## config.mk

```make
export PLATFORM = sky130hd
export DESIGN_NAME = pix_expander_flat
export DESIGN_NICKNAME = d
export VERILOG_FILES = /design/src/pix_pkg.sv /design/src/pix_if.sv /design/src/pix_expander.sv /design/src/flat_wrapper.sv
export SDC_FILE = /design/constraint.sdc
export NUM_CORES = 2
export LEC_CHECK = 0
export BUFFER_PORTS_ARGS = -buffer_cell sky130_fd_sc_hd__buf_4
export CORE_MARGIN = 2
export CORE_UTILIZATION = 40
export DETAILED_ROUTE_END_ITERATION = 8
export PLACE_DENSITY = 0.65
export SETUP_SLACK_MARGIN = 0.5
export SLEW_MARGIN = 20
export SYNTH_ARGS = -nofsm -noshare
export SYNTH_HDL_FRONTEND = slang
export SYNTH_SLANG_ARGS = --single-unit
```

## constraint.sdc

```tcl
create_clock -name sys_clk -period 3.1 [get_ports sys_clk]
set_input_delay 0.93 -clock sys_clk [delete_from_list [all_inputs] [get_ports sys_clk]]
set_output_delay 0.93 -clock sys_clk [all_outputs]
set_load 0.1 [all_outputs]
```

## src/pix_pkg.sv

```systemverilog
// Operation
// - 96 inputs, twelve groups, twelve cpu lines
// - each group holds eight pending flags
// - only 66 positions wired, rest reserved
// - one writable vector word per input
// - vector supplied within eight clock cycles; the expander returns it nine cycles after the request
// - per-input enable gates group request
// - fixed hardware order plus software masks
// - software interrupt only on reserved, idle group; the expander sets the flag at any sw_flag_idx
// - avoid flag read-modify-write with live sources
// - software interrupts safe only in quiet groups
// - six dma channels, own input each
// - single-bit memory errors maskable, others nmi
// - four interprocessor channels raise inputs
// - fpu flags feed inputs, twelve-bit request
// - timers and nmi bypass the expander
// - all eight conversion-done irqs reach expander
package pix_pkg;
    // ****************************************
    // sizes
    // ****************************************
    localparam int NGRP = 12;
    localparam int NPOS = 8;
    localparam int NSRC = 96;
    localparam int VEC_W = 22;
    localparam int IDX_W = 7;
    // vector table byte window, two address units per word
    localparam logic [15:0] VEC_BASE = 16'h0D40;
    localparam logic [15:0] VEC_LAST = 16'h0DFE;
    // cycles from fetch request to the done state; the vector is returned one cycle later
    localparam int FETCH_CYC = 8;
    localparam logic [3:0] FETCH_LAST = 4'(FETCH_CYC - 1);
    // wired positions; one bit per input, group 1 in low byte
    localparam logic [95:0] WIRED_MASK = {
        8'hFB, 8'h0F, 8'hFF, 8'h03, 8'h03, 8'h3F,
        8'h33, 8'h87, 8'hBF, 8'hFF, 8'hFF, 8'hDB};
    // slot index of named sources (group-1)*8 + (pos-1)
    localparam int SLOT_CONV_FIRST = 72;
    localparam int SLOT_DMA_FIRST = 48;
    localparam int SLOT_IPC_FIRST = 80;
    localparam int SLOT_FLASH_ERR = 89;
    localparam int SLOT_RAM_ERR = 91;
    localparam int SLOT_FPU_OVF = 94;
    localparam int SLOT_FPU_UNF = 95;

    typedef enum logic [1:0] {
        PIX_IDLE = 2'b00,
        PIX_WAIT = 2'b01,
        PIX_DONE = 2'b10
    } pix_fetch_t;

    // byte address of the vector word for a slot
    function automatic logic [15:0] pix_vec_addr(input logic [6:0] idx);
        pix_vec_addr = VEC_BASE + {8'h00, idx, 1'b0};
    endfunction
endpackage

```

## src/pix_if.sv

```systemverilog
interface pix_if;
    import pix_pkg::*;
    // twelve group lines toward the core
    logic [NGRP-1:0] group_request_vector;
    // fetch handshake: core asks for the vector of a line
    logic fetch_req;
    logic [3:0] fetch_grp;
    logic fetch_ack;
    logic [IDX_W-1:0] fetch_idx;
    logic [VEC_W-1:0] fetch_vec;
    // software side: enables, flags, vector writes, group ack
    logic [NSRC-1:0] sw_enable;
    logic sw_flag_set;
    logic [IDX_W-1:0] sw_flag_idx;
    logic vec_wr;
    logic [IDX_W-1:0] vec_wr_idx;
    logic [VEC_W-1:0] vec_wr_data;
    logic [NGRP-1:0] grp_ack;
    modport expander (
        output group_request_vector, fetch_ack, fetch_idx, fetch_vec,
        input fetch_req, fetch_grp, sw_enable, sw_flag_set, sw_flag_idx,
        input vec_wr, vec_wr_idx, vec_wr_data, grp_ack);
    modport core (
        input group_request_vector, fetch_ack, fetch_idx, fetch_vec,
        output fetch_req, fetch_grp, sw_enable, sw_flag_set, sw_flag_idx,
        output vec_wr, vec_wr_idx, vec_wr_data, grp_ack);
endinterface

```

## src/pix_expander.sv

```systemverilog
module pix_expander
    import pix_pkg::*;
(
    // clock and reset
    input wire logic sys_clk,
    input wire logic rst_b,
    // link to the core
    pix_if.expander link,
    // named peripheral sources
    input wire logic [7:0] conversion_done_irq,
    input wire logic [5:0] dma_channel_irq,
    input wire logic [3:0] interproc_channel_irq,
    input wire logic ram_single_error_irq,
    input wire logic flash_single_error_irq,
    input wire logic fpu_overflow_flag,
    input wire logic fpu_underflow_flag,
    // all other wired sources by slot, unwired bits ignored
    input wire logic [NSRC-1:0] other_irq,
    // sources that bypass the expander
    input wire logic timer_one_irq,
    input wire logic timer_two_irq,
    input wire logic direct_nmi_irq,
    output logic timer_one_out,
    output logic timer_two_out,
    output logic direct_nmi_out
);
    import pix_pkg::*;

    // ****************************************
    // state
    // ****************************************
    typedef struct packed {
        logic [NSRC-1:0] flag;       // pending flags
        logic [NGRP-1:0] busy;       // group taken, awaiting ack
        logic [NGRP-1:0] req;        // group lines
        pix_fetch_t fst;             // fetch sequencer
        logic [3:0] cnt;             // fetch cycle count
        logic [IDX_W-1:0] sel;       // slot being fetched
        logic ack;
        logic [IDX_W-1:0] idx;
        logic [VEC_W-1:0] vec;
        logic [2:0] byp;             // bypassed lines
    } pix_exp_t;

    pix_exp_t st_r;
    pix_exp_t st_nxt;
    logic [VEC_W-1:0] vec_ram [NSRC]; // software vector table
    logic [NSRC-1:0] src;
    logic [VEC_W-1:0] ram_q;

    // ****************************************
    // source assembly
    // ****************************************
    // reserved slots carry no peripheral
    always_comb begin
        src = other_irq & WIRED_MASK;
        src[SLOT_CONV_FIRST +: 8] = conversion_done_irq;
        src[SLOT_DMA_FIRST +: 6] = dma_channel_irq;
        src[SLOT_IPC_FIRST +: 4] = interproc_channel_irq;
        src[SLOT_RAM_ERR] = ram_single_error_irq;
        src[SLOT_FLASH_ERR] = flash_single_error_irq;
        src[SLOT_FPU_OVF] = fpu_overflow_flag;
        src[SLOT_FPU_UNF] = fpu_underflow_flag;
    end

    // ram written by software, read at fetch time
    always_ff @(posedge sys_clk) begin
        if (link.vec_wr) begin
            vec_ram[link.vec_wr_idx] <= link.vec_wr_data;
        end
        ram_q <= vec_ram[st_r.sel];
    end

    // ****************************************
    // next state
    // ****************************************
    always_comb begin
        logic [NSRC-1:0] live;
        logic [7:0] gpend;
        st_nxt = st_r;
        live = '0;
        gpend = '0;
        st_nxt.ack = 1'b0;
        // new events set flags; set beats the fetch clear below
        // hazard: only the served bit is cleared, others stay pending
        if (st_r.fst == PIX_DONE) begin
            st_nxt.flag[st_r.sel] = 1'b0;
        end
        st_nxt.flag = st_nxt.flag | src;
        if (link.sw_flag_set) begin
            st_nxt.flag[link.sw_flag_idx] = 1'b1;
        end
        // group ack releases the block
        st_nxt.busy = st_r.busy & ~link.grp_ack;
        // enable gates each flag onto its group line
        live = st_r.flag & link.sw_enable;
        for (int g = 0; g < NGRP; g++) begin
            st_nxt.req[g] = |live[g*NPOS +: NPOS] & ~st_nxt.busy[g];
        end
        unique case (st_r.fst)
            PIX_IDLE: begin
                // core picks lowest line; within it lowest position
                if (link.fetch_req && link.fetch_grp < 4'(NGRP)) begin
                    gpend = live[link.fetch_grp*NPOS +: NPOS];
                    if (gpend != 8'h00 && !st_r.busy[link.fetch_grp]) begin
                        for (int p = NPOS - 1; p >= 0; p--) begin
                            if (gpend[p]) begin
                                st_nxt.sel = IDX_W'(link.fetch_grp * NPOS + p);
                            end
                        end
                        st_nxt.busy[link.fetch_grp] = 1'b1;
                        st_nxt.req[link.fetch_grp] = 1'b0;
                        st_nxt.cnt = 4'h0;
                        st_nxt.fst = PIX_WAIT;
                    end
                end
            end
            PIX_WAIT: begin
                // done state eight cycles after the request, vector returned on the ninth
                st_nxt.cnt = st_r.cnt + 4'h1;
                if (st_r.cnt == FETCH_LAST - 4'h1) begin
                    st_nxt.fst = PIX_DONE;
                end
            end
            PIX_DONE: begin
                st_nxt.ack = 1'b1;
                st_nxt.idx = st_r.sel;
                st_nxt.vec = ram_q;
                st_nxt.fst = PIX_IDLE;
            end
            default: st_nxt.fst = PIX_IDLE;
        endcase
        // direct lines skip grouping
        st_nxt.byp = {direct_nmi_irq, timer_two_irq, timer_one_irq};
    end

    // ****************************************
    // registers
    // ****************************************
    always_ff @(posedge sys_clk or negedge rst_b) begin
        if (!rst_b) begin
            st_r <= '0;
        end else begin
            st_r <= st_nxt;
        end
    end

    assign link.group_request_vector = st_r.req;
    assign link.fetch_ack = st_r.ack;
    assign link.fetch_idx = st_r.idx;
    assign link.fetch_vec = st_r.vec;
    assign timer_one_out = st_r.byp[0];
    assign timer_two_out = st_r.byp[1];
    assign direct_nmi_out = st_r.byp[2];
endmodule

```

## src/flat_wrapper.sv

```systemverilog
// flat-port wrapper written by rule: the top's interface ports become plain ports
module pix_expander_flat import pix_pkg::*;
  (sys_clk, rst_b, conversion_done_irq, dma_channel_irq, interproc_channel_irq, ram_single_error_irq, flash_single_error_irq, fpu_overflow_flag, fpu_underflow_flag, other_irq, timer_one_irq, timer_two_irq, direct_nmi_irq, timer_one_out, timer_two_out, direct_nmi_out, link_group_request_vector, link_fetch_ack, link_fetch_idx, link_fetch_vec, link_fetch_req, link_fetch_grp, link_sw_enable, link_sw_flag_set, link_sw_flag_idx, link_vec_wr, link_vec_wr_idx, link_vec_wr_data, link_grp_ack);
  pix_if link_i ();
  input wire logic sys_clk;
  input wire logic rst_b;
  input wire logic [7:0] conversion_done_irq;
  input wire logic [5:0] dma_channel_irq;
  input wire logic [3:0] interproc_channel_irq;
  input wire logic ram_single_error_irq;
  input wire logic flash_single_error_irq;
  input wire logic fpu_overflow_flag;
  input wire logic fpu_underflow_flag;
  input wire logic [NSRC-1:0] other_irq;
  input wire logic timer_one_irq;
  input wire logic timer_two_irq;
  input wire logic direct_nmi_irq;
  output logic timer_one_out;
  output logic timer_two_out;
  output logic direct_nmi_out;
  output wire logic [$bits(link_i.group_request_vector)-1:0] link_group_request_vector;
  output wire logic [$bits(link_i.fetch_ack)-1:0] link_fetch_ack;
  output wire logic [$bits(link_i.fetch_idx)-1:0] link_fetch_idx;
  output wire logic [$bits(link_i.fetch_vec)-1:0] link_fetch_vec;
  input wire logic [$bits(link_i.fetch_req)-1:0] link_fetch_req;
  input wire logic [$bits(link_i.fetch_grp)-1:0] link_fetch_grp;
  input wire logic [$bits(link_i.sw_enable)-1:0] link_sw_enable;
  input wire logic [$bits(link_i.sw_flag_set)-1:0] link_sw_flag_set;
  input wire logic [$bits(link_i.sw_flag_idx)-1:0] link_sw_flag_idx;
  input wire logic [$bits(link_i.vec_wr)-1:0] link_vec_wr;
  input wire logic [$bits(link_i.vec_wr_idx)-1:0] link_vec_wr_idx;
  input wire logic [$bits(link_i.vec_wr_data)-1:0] link_vec_wr_data;
  input wire logic [$bits(link_i.grp_ack)-1:0] link_grp_ack;
  assign link_group_request_vector = link_i.group_request_vector;
  assign link_fetch_ack = link_i.fetch_ack;
  assign link_fetch_idx = link_i.fetch_idx;
  assign link_fetch_vec = link_i.fetch_vec;
  assign link_i.fetch_req = link_fetch_req;
  assign link_i.fetch_grp = link_fetch_grp;
  assign link_i.sw_enable = link_sw_enable;
  assign link_i.sw_flag_set = link_sw_flag_set;
  assign link_i.sw_flag_idx = link_sw_flag_idx;
  assign link_i.vec_wr = link_vec_wr;
  assign link_i.vec_wr_idx = link_vec_wr_idx;
  assign link_i.vec_wr_data = link_vec_wr_data;
  assign link_i.grp_ack = link_grp_ack;
  pix_expander u_core (.sys_clk(sys_clk), .rst_b(rst_b), .link(link_i), .conversion_done_irq(conversion_done_irq), .dma_channel_irq(dma_channel_irq), .interproc_channel_irq(interproc_channel_irq), .ram_single_error_irq(ram_single_error_irq), .flash_single_error_irq(flash_single_error_irq), .fpu_overflow_flag(fpu_overflow_flag), .fpu_underflow_flag(fpu_underflow_flag), .other_irq(other_irq), .timer_one_irq(timer_one_irq), .timer_two_irq(timer_two_irq), .direct_nmi_irq(direct_nmi_irq), .timer_one_out(timer_one_out), .timer_two_out(timer_two_out), .direct_nmi_out(direct_nmi_out));
endmodule
```

After elaboration in Yosys (flattened, before gate mapping)

Memories as Yosys holds them, arrays and structs flattened. A register that Yosys moved wholly into a read port is not among the register bits.
Cells that the tools add are included.

Register bits: 166
RAM bits: 2112
Bits of input ports: 274
Output and inout bits: 45
Word-level logic and storage cells: 118
Memories: 1

Memories:

| memory         | depth | bits a word | read ports | clocked after Yosys merged registers in | write ports | RTL line           | RTL |
|---|---|---|---|---|---|---|---|
| u_core.vec_ram | 96    | 22          | 1          | 1                                       | 1           | pix_expander.sv:47 | `logic [VEC_W-1:0] vec_ram [NSRC];` |

$add $sub $neg: 8
$lt $le $gt $ge: 7
Equal/unequal tests: 6
Shifts and indexed selects: 1
Mux-type cells: 27
Bitwise logic cells: 34
Reduce and logical (&&, ||, !) cells: 24

Operators by type and width:

| operator                                            | count |
|---|---|
| bitwise AND 96 bit                                  | 2 |
| two-way mux 96 bit                                  | 2 |
| OR 96 bit                                           | 2 |
| NOT 96 bit                                          | 1 |
| OR reduction 8 bit                                  | 12 |
| indexed part select 96 x 8 -> 8 bit                 | 1 |
| two-way mux 37 bit                                  | 2 |
| two-way mux 7 bit                                   | 8 |
| two-way mux 30 bit                                  | 1 |
| adder 7 x 3 -> 7 bit, second input constant         | 4 |
| bitwise AND 12 bit                                  | 2 |
| two-way mux 24 bit                                  | 1 |
| NOT 12 bit                                          | 2 |
| < comparator 7 x 8 -> 1 bit, second input constant  | 2 |
| adder 7 x 2 -> 7 bit, second input constant         | 2 |
| demux 1 bit (select 7 bit)                          | 2 |
| >= comparator 7 x 1 -> 1 bit, second input constant | 2 |
| bitwise AND 1 bit                                   | 12 |
| NOT 1 bit                                           | 12 |
| OR 12 bit                                           | 1 |
| case mux 4 bit (2 select lines)                     | 1 |
| nonzero test 8 bit                                  | 1 |
| adder 7 x 1 -> 7 bit, second input constant         | 1 |
| two-way mux 1 bit                                   | 6 |
| 18 further kinds                                    | 25 |

Logic depth before layout (Yosys ltp)

Word-level depth: 13
Mapped depth: 12
Depth with buffers taken out: 7

Worst setup path after synthesis

No wires, ideal clock.

Kind: input to register
Start point: input port link_vec_wr_idx[5]
End point: memory u_core.vec_ram[50][0] (enable)
Library setup time: 0.429 ns
Arrival time: 2.991 ns
Path slack: -0.320 ns
Stages on the path: 3
Path buffers: 0
Path through: nor2b_1 -> nand3_1 -> nor3_1

RTL lines:

| item            | RTL line           | RTL |
|---|---|---|
| start, declared | flat_wrapper.sv:31 | `input wire logic [$bits(link_i.vec_wr_idx)-1:0] link_vec_wr_idx;` |
| end, declared   | pix_expander.sv:47 |  |

No word-level cell before the write port.

==> qor.txt <==
status: finished with violations
failing checks: negative setup slack
register bit total from synthesis: 2300
hpwl dp: 178000 µm
Port Buffers: 266
critical path launch point type: register
number of synthesized flops with an enable pin: 2112
post-synth cell types: 74
data arrival time of the worst path: 3.87 ns
GR peak layer: met2
Total GRT Usage: 25.9%
nets: 6107
Final Cycle Share: 101%
Die Ht: 467 µm
largest net degree at the start of global routing: 97
Num CTS Buffers: 213
Post-Syn Area: 85600 µm²
htree depth: 4
met1 Resource Use GR: 34.4%
Synth top area share: 74.0%
Routed Antenna Nets: 0
post-placement cell area: 96500 µm²
first-pass GRT wire length: 402000 µm
most frequent cells in the layout: edfxtp_1 (2112), a22oi_1 (766), buf_4 (690)
Slew HR: 41.2%
largest area contributor in the netlist: edfxtp_1
ys async rst share: 7.22%
Worst Setup Slack, final: -0.0277 ns
Max Cap Violations: 0
via/cell ratio: 6.19
fin crit period: 3.13 ns
final instance area: 106000 µm²
commonest non-fill, non-tap cell in the layout: edfxtp_1
Net Sw Power: 29.0 mW
1st-iter DRT viols: 7762
clk buf depth: 3
peak supply drop: 0.000713 V
core outline area: 213000 µm²
per-cell routed wire length: 33.0 µm
vias in the first global route: 52700
clock-pin slew on the worst setup and hold paths: 0.07 ns
placer congestion estimate: 0.943
Hold Crit Class: in -> async
Synth area leaders: edfxtp_1 (74%), a22oi_1 (7.4%), dfrtp_1 (4.9%)
worst slew pin tran: 0.882 ns
Num Clock Sinks: 2300
max-slew violations: 0
std cell rows: 169
Final Hold Viols: 0
final clock skew: 0.0394 ns
GR Util met3: 6.25%
Pint: 59.4 mW
endpoints failing setup: 1
syn_nets: 5279
initial antenna violation count: 16
IO Count: 319
CTS tree: built
Reg power frac: 39.5%
CP max FO: 9
Clk pwr share: 30.3%
Worst setup EP type: register
total die area: 218000 µm²
RSZ-0062 raised after global routing: true
global routing usage on met2: 40.9%
Combinational Power Share: 30.2%
prevailing post-synth register cell: edfxtp_1
Final Routed Wirelength: 291000 µm
Crit path required time: 3.84 ns
initial core utilization: 40.3%
1st-pass router iterations: 6
PD cells: 831 nW/µm²
Highest Clock Rate: 0.320 GHz
Vias: 54700
Sw Share: 32.8%
Seq/Total Area, Yosys: 79.4%
Clock Tree Root: clkbuf_16
drt drc: 0
Post-Syn Instances: 5003
synthesis warning total: 0
share of cells above drive strength 1: 26.6%
P&R area growth vs syn: 24.3%
Setup Total Neg Slack: -0.0277 ns
Post-Syn Area per Cell: 17.1 µm²
leakage dissipation: 34.6 nW
critical path class: reg -> reg
worst skew pair latency: 0.86 ns
chip width: 467 µm
GRT overflow: 0
Yosys cell counts, drive strengths merged, types with 22 or more instances:
cell type,n
a221o,34
a221oi,112
buf,243
nor2,133
o21ai,131
o211ai,29
clkbuf,108
mux4,40
edfxtp,2112
inv,26
a22o,109
o22ai,36
a22oi,842
a31oi,54
nand3,42
dfrtp,166
dfxtp,22
nand4,208
a21oi,80
nor3,30
nand2,302
power groups by stage:
stage	Combinational [mW]	Clock [mW]	Sequential, mW
after floorplan	10.6	0	35.2
after global placement	23.0	0	35.5
after detailed placement	23.1	0	35.5
after CTS	25.4	26.9	34.9
after global routing	27.4	28.2	34.9
final	26.7	26.8	34.9
per-stage QoR:
| step | util [%] | setup WS [ns] | hold slack, ns | power [mW] | instances |
|---|---|---|---|---|---|
| 2_1_floorplan | - | 0.184 | 0.398 | 45.9 | 5003 |
| 3_5_place_dp | 45.4 | -0.312 | 0.407 | 58.6 | 8324 |
| 3_3_place_gp | 45.4 | -0.346 | 0.413 | 58.5 | 8324 |
| 6_report | 50.1 | -0.0277 | 0.0804 | 88.4 | 8839 |
| 5_1_grt | 50.1 | -0.0261 | 0.102 | 90.5 | 8838 |
| 4_1_cts | 49.7 | 0.0425 | 0.0717 | 87.2 | 8803 |
worst max-delay path: stages, from the launching register on:
cell and delay [ns]:
dfrtp_2 0.49, and3b_4 0.29, buf_12 0.18, buf_16 0.16, buf_12 0.15, a22oi_2 0.15
nand4_1 0.19, mux4_2 0.65, nand2_2 0.11, nand4_1 0.34, buf_12 0.26
worst paths after layout:
| check | start | endpoint | slack (ns) | cells after the start |
|---|---|---|---|---|
| worst max register to register | u_core.st_r[33]$_DFFE_PN0P_ | u_core.ram_q[10]$_DFF_P_ | -0.03 | 10 |
| worst max-delay path | u_core.st_r[33]$_DFFE_PN0P_ | u_core.ram_q[10]$_DFF_P_ | -0.03 | 10 |
| max in group asynchronous | rst_b | u_core.st_r[103]$_DFF_PN0_ | 2.26 | 2 |
| worst min-delay path | rst_b | u_core.direct_nmi_out$_DFF_PN0_ | 0.08 | 1 |
| worst min register to register | u_core.ram_q[13]$_DFF_P_ | u_core.link.fetch_vec[13]$_DFFE_PN0P_ | 0.39 | 2 |
| min in group sys_clk | timer_two_irq | u_core.timer_two_out$_DFF_PN0_ | 0.20 | 1 |
state kept, by name (all words and copies together) (netlist names):
| name | cells |
|---|---|
| u_core.link.group_request_vector | 12 |
| u_core.st_r | 121 |
| u_core.timer_two_out | 1 |
| u_core.vec_ram | 2112 |
| u_core.direct_nmi_out | 1 |
| u_core.link.fetch_ack | 1 |
| u_core.timer_one_out | 1 |
| u_core.ram_q | 22 |
| u_core.link.fetch_vec | 22 |
| u_core.link.fetch_idx | 7 |
layout make-up:
| cell class | instances | area (µm²) |
|---|---|---|
| repair buffers | 963 | 10500 |
| clock inverters | 135 | 1520 |
| multi-input cells | 2327 | 17100 |
| fillers | 17100 | 106000 |
| well taps | 2821 | 3530 |
| clock buffers | 264 | 5600 |
| diodes | 3 | 7.51 |
| flip-flops and latches | 2300 | 68000 |
| inverters | 26 | 97.6 |
metal layers:
| layer | up-vias | routed length, µm |
|---|---|---|
| li1 | 22400 | - |
| met2 | 3665 | 136000 |
| met5 | - | 29 |
| met1 | 28100 | 109000 |
| met4 | 4 | 12700 |
| met3 | 521 | 33100 |
repair_timing:
item,in CTS,in global routing
resized for setup,181,103
setup buffers,60,28
gates cloned,20,5
pin swaps,85,80
hold buffers,0,0
endpoints found under the setup margin,104,74
cells by family (layout without fill, tap and decap cells):
group / after synthesis / in the layout / share of synthesized area (%)
flip-flops: 2300 / 2300 / 79.4
AO/OA/AOI/OAI: 1485 / 1486 / 12.8
AND/OR/NAND/NOR: 790 / 790 / 4.46
buffers and inverters: 377 / 1388 / 2.10
multiplexers: 49 / 49 / 1.17
adder cells (fa/ha/maj): 2 / 2 / 0.0292
other: 0 / 3 / 0
No activity file was read; power rests on OpenSTA's default activity.
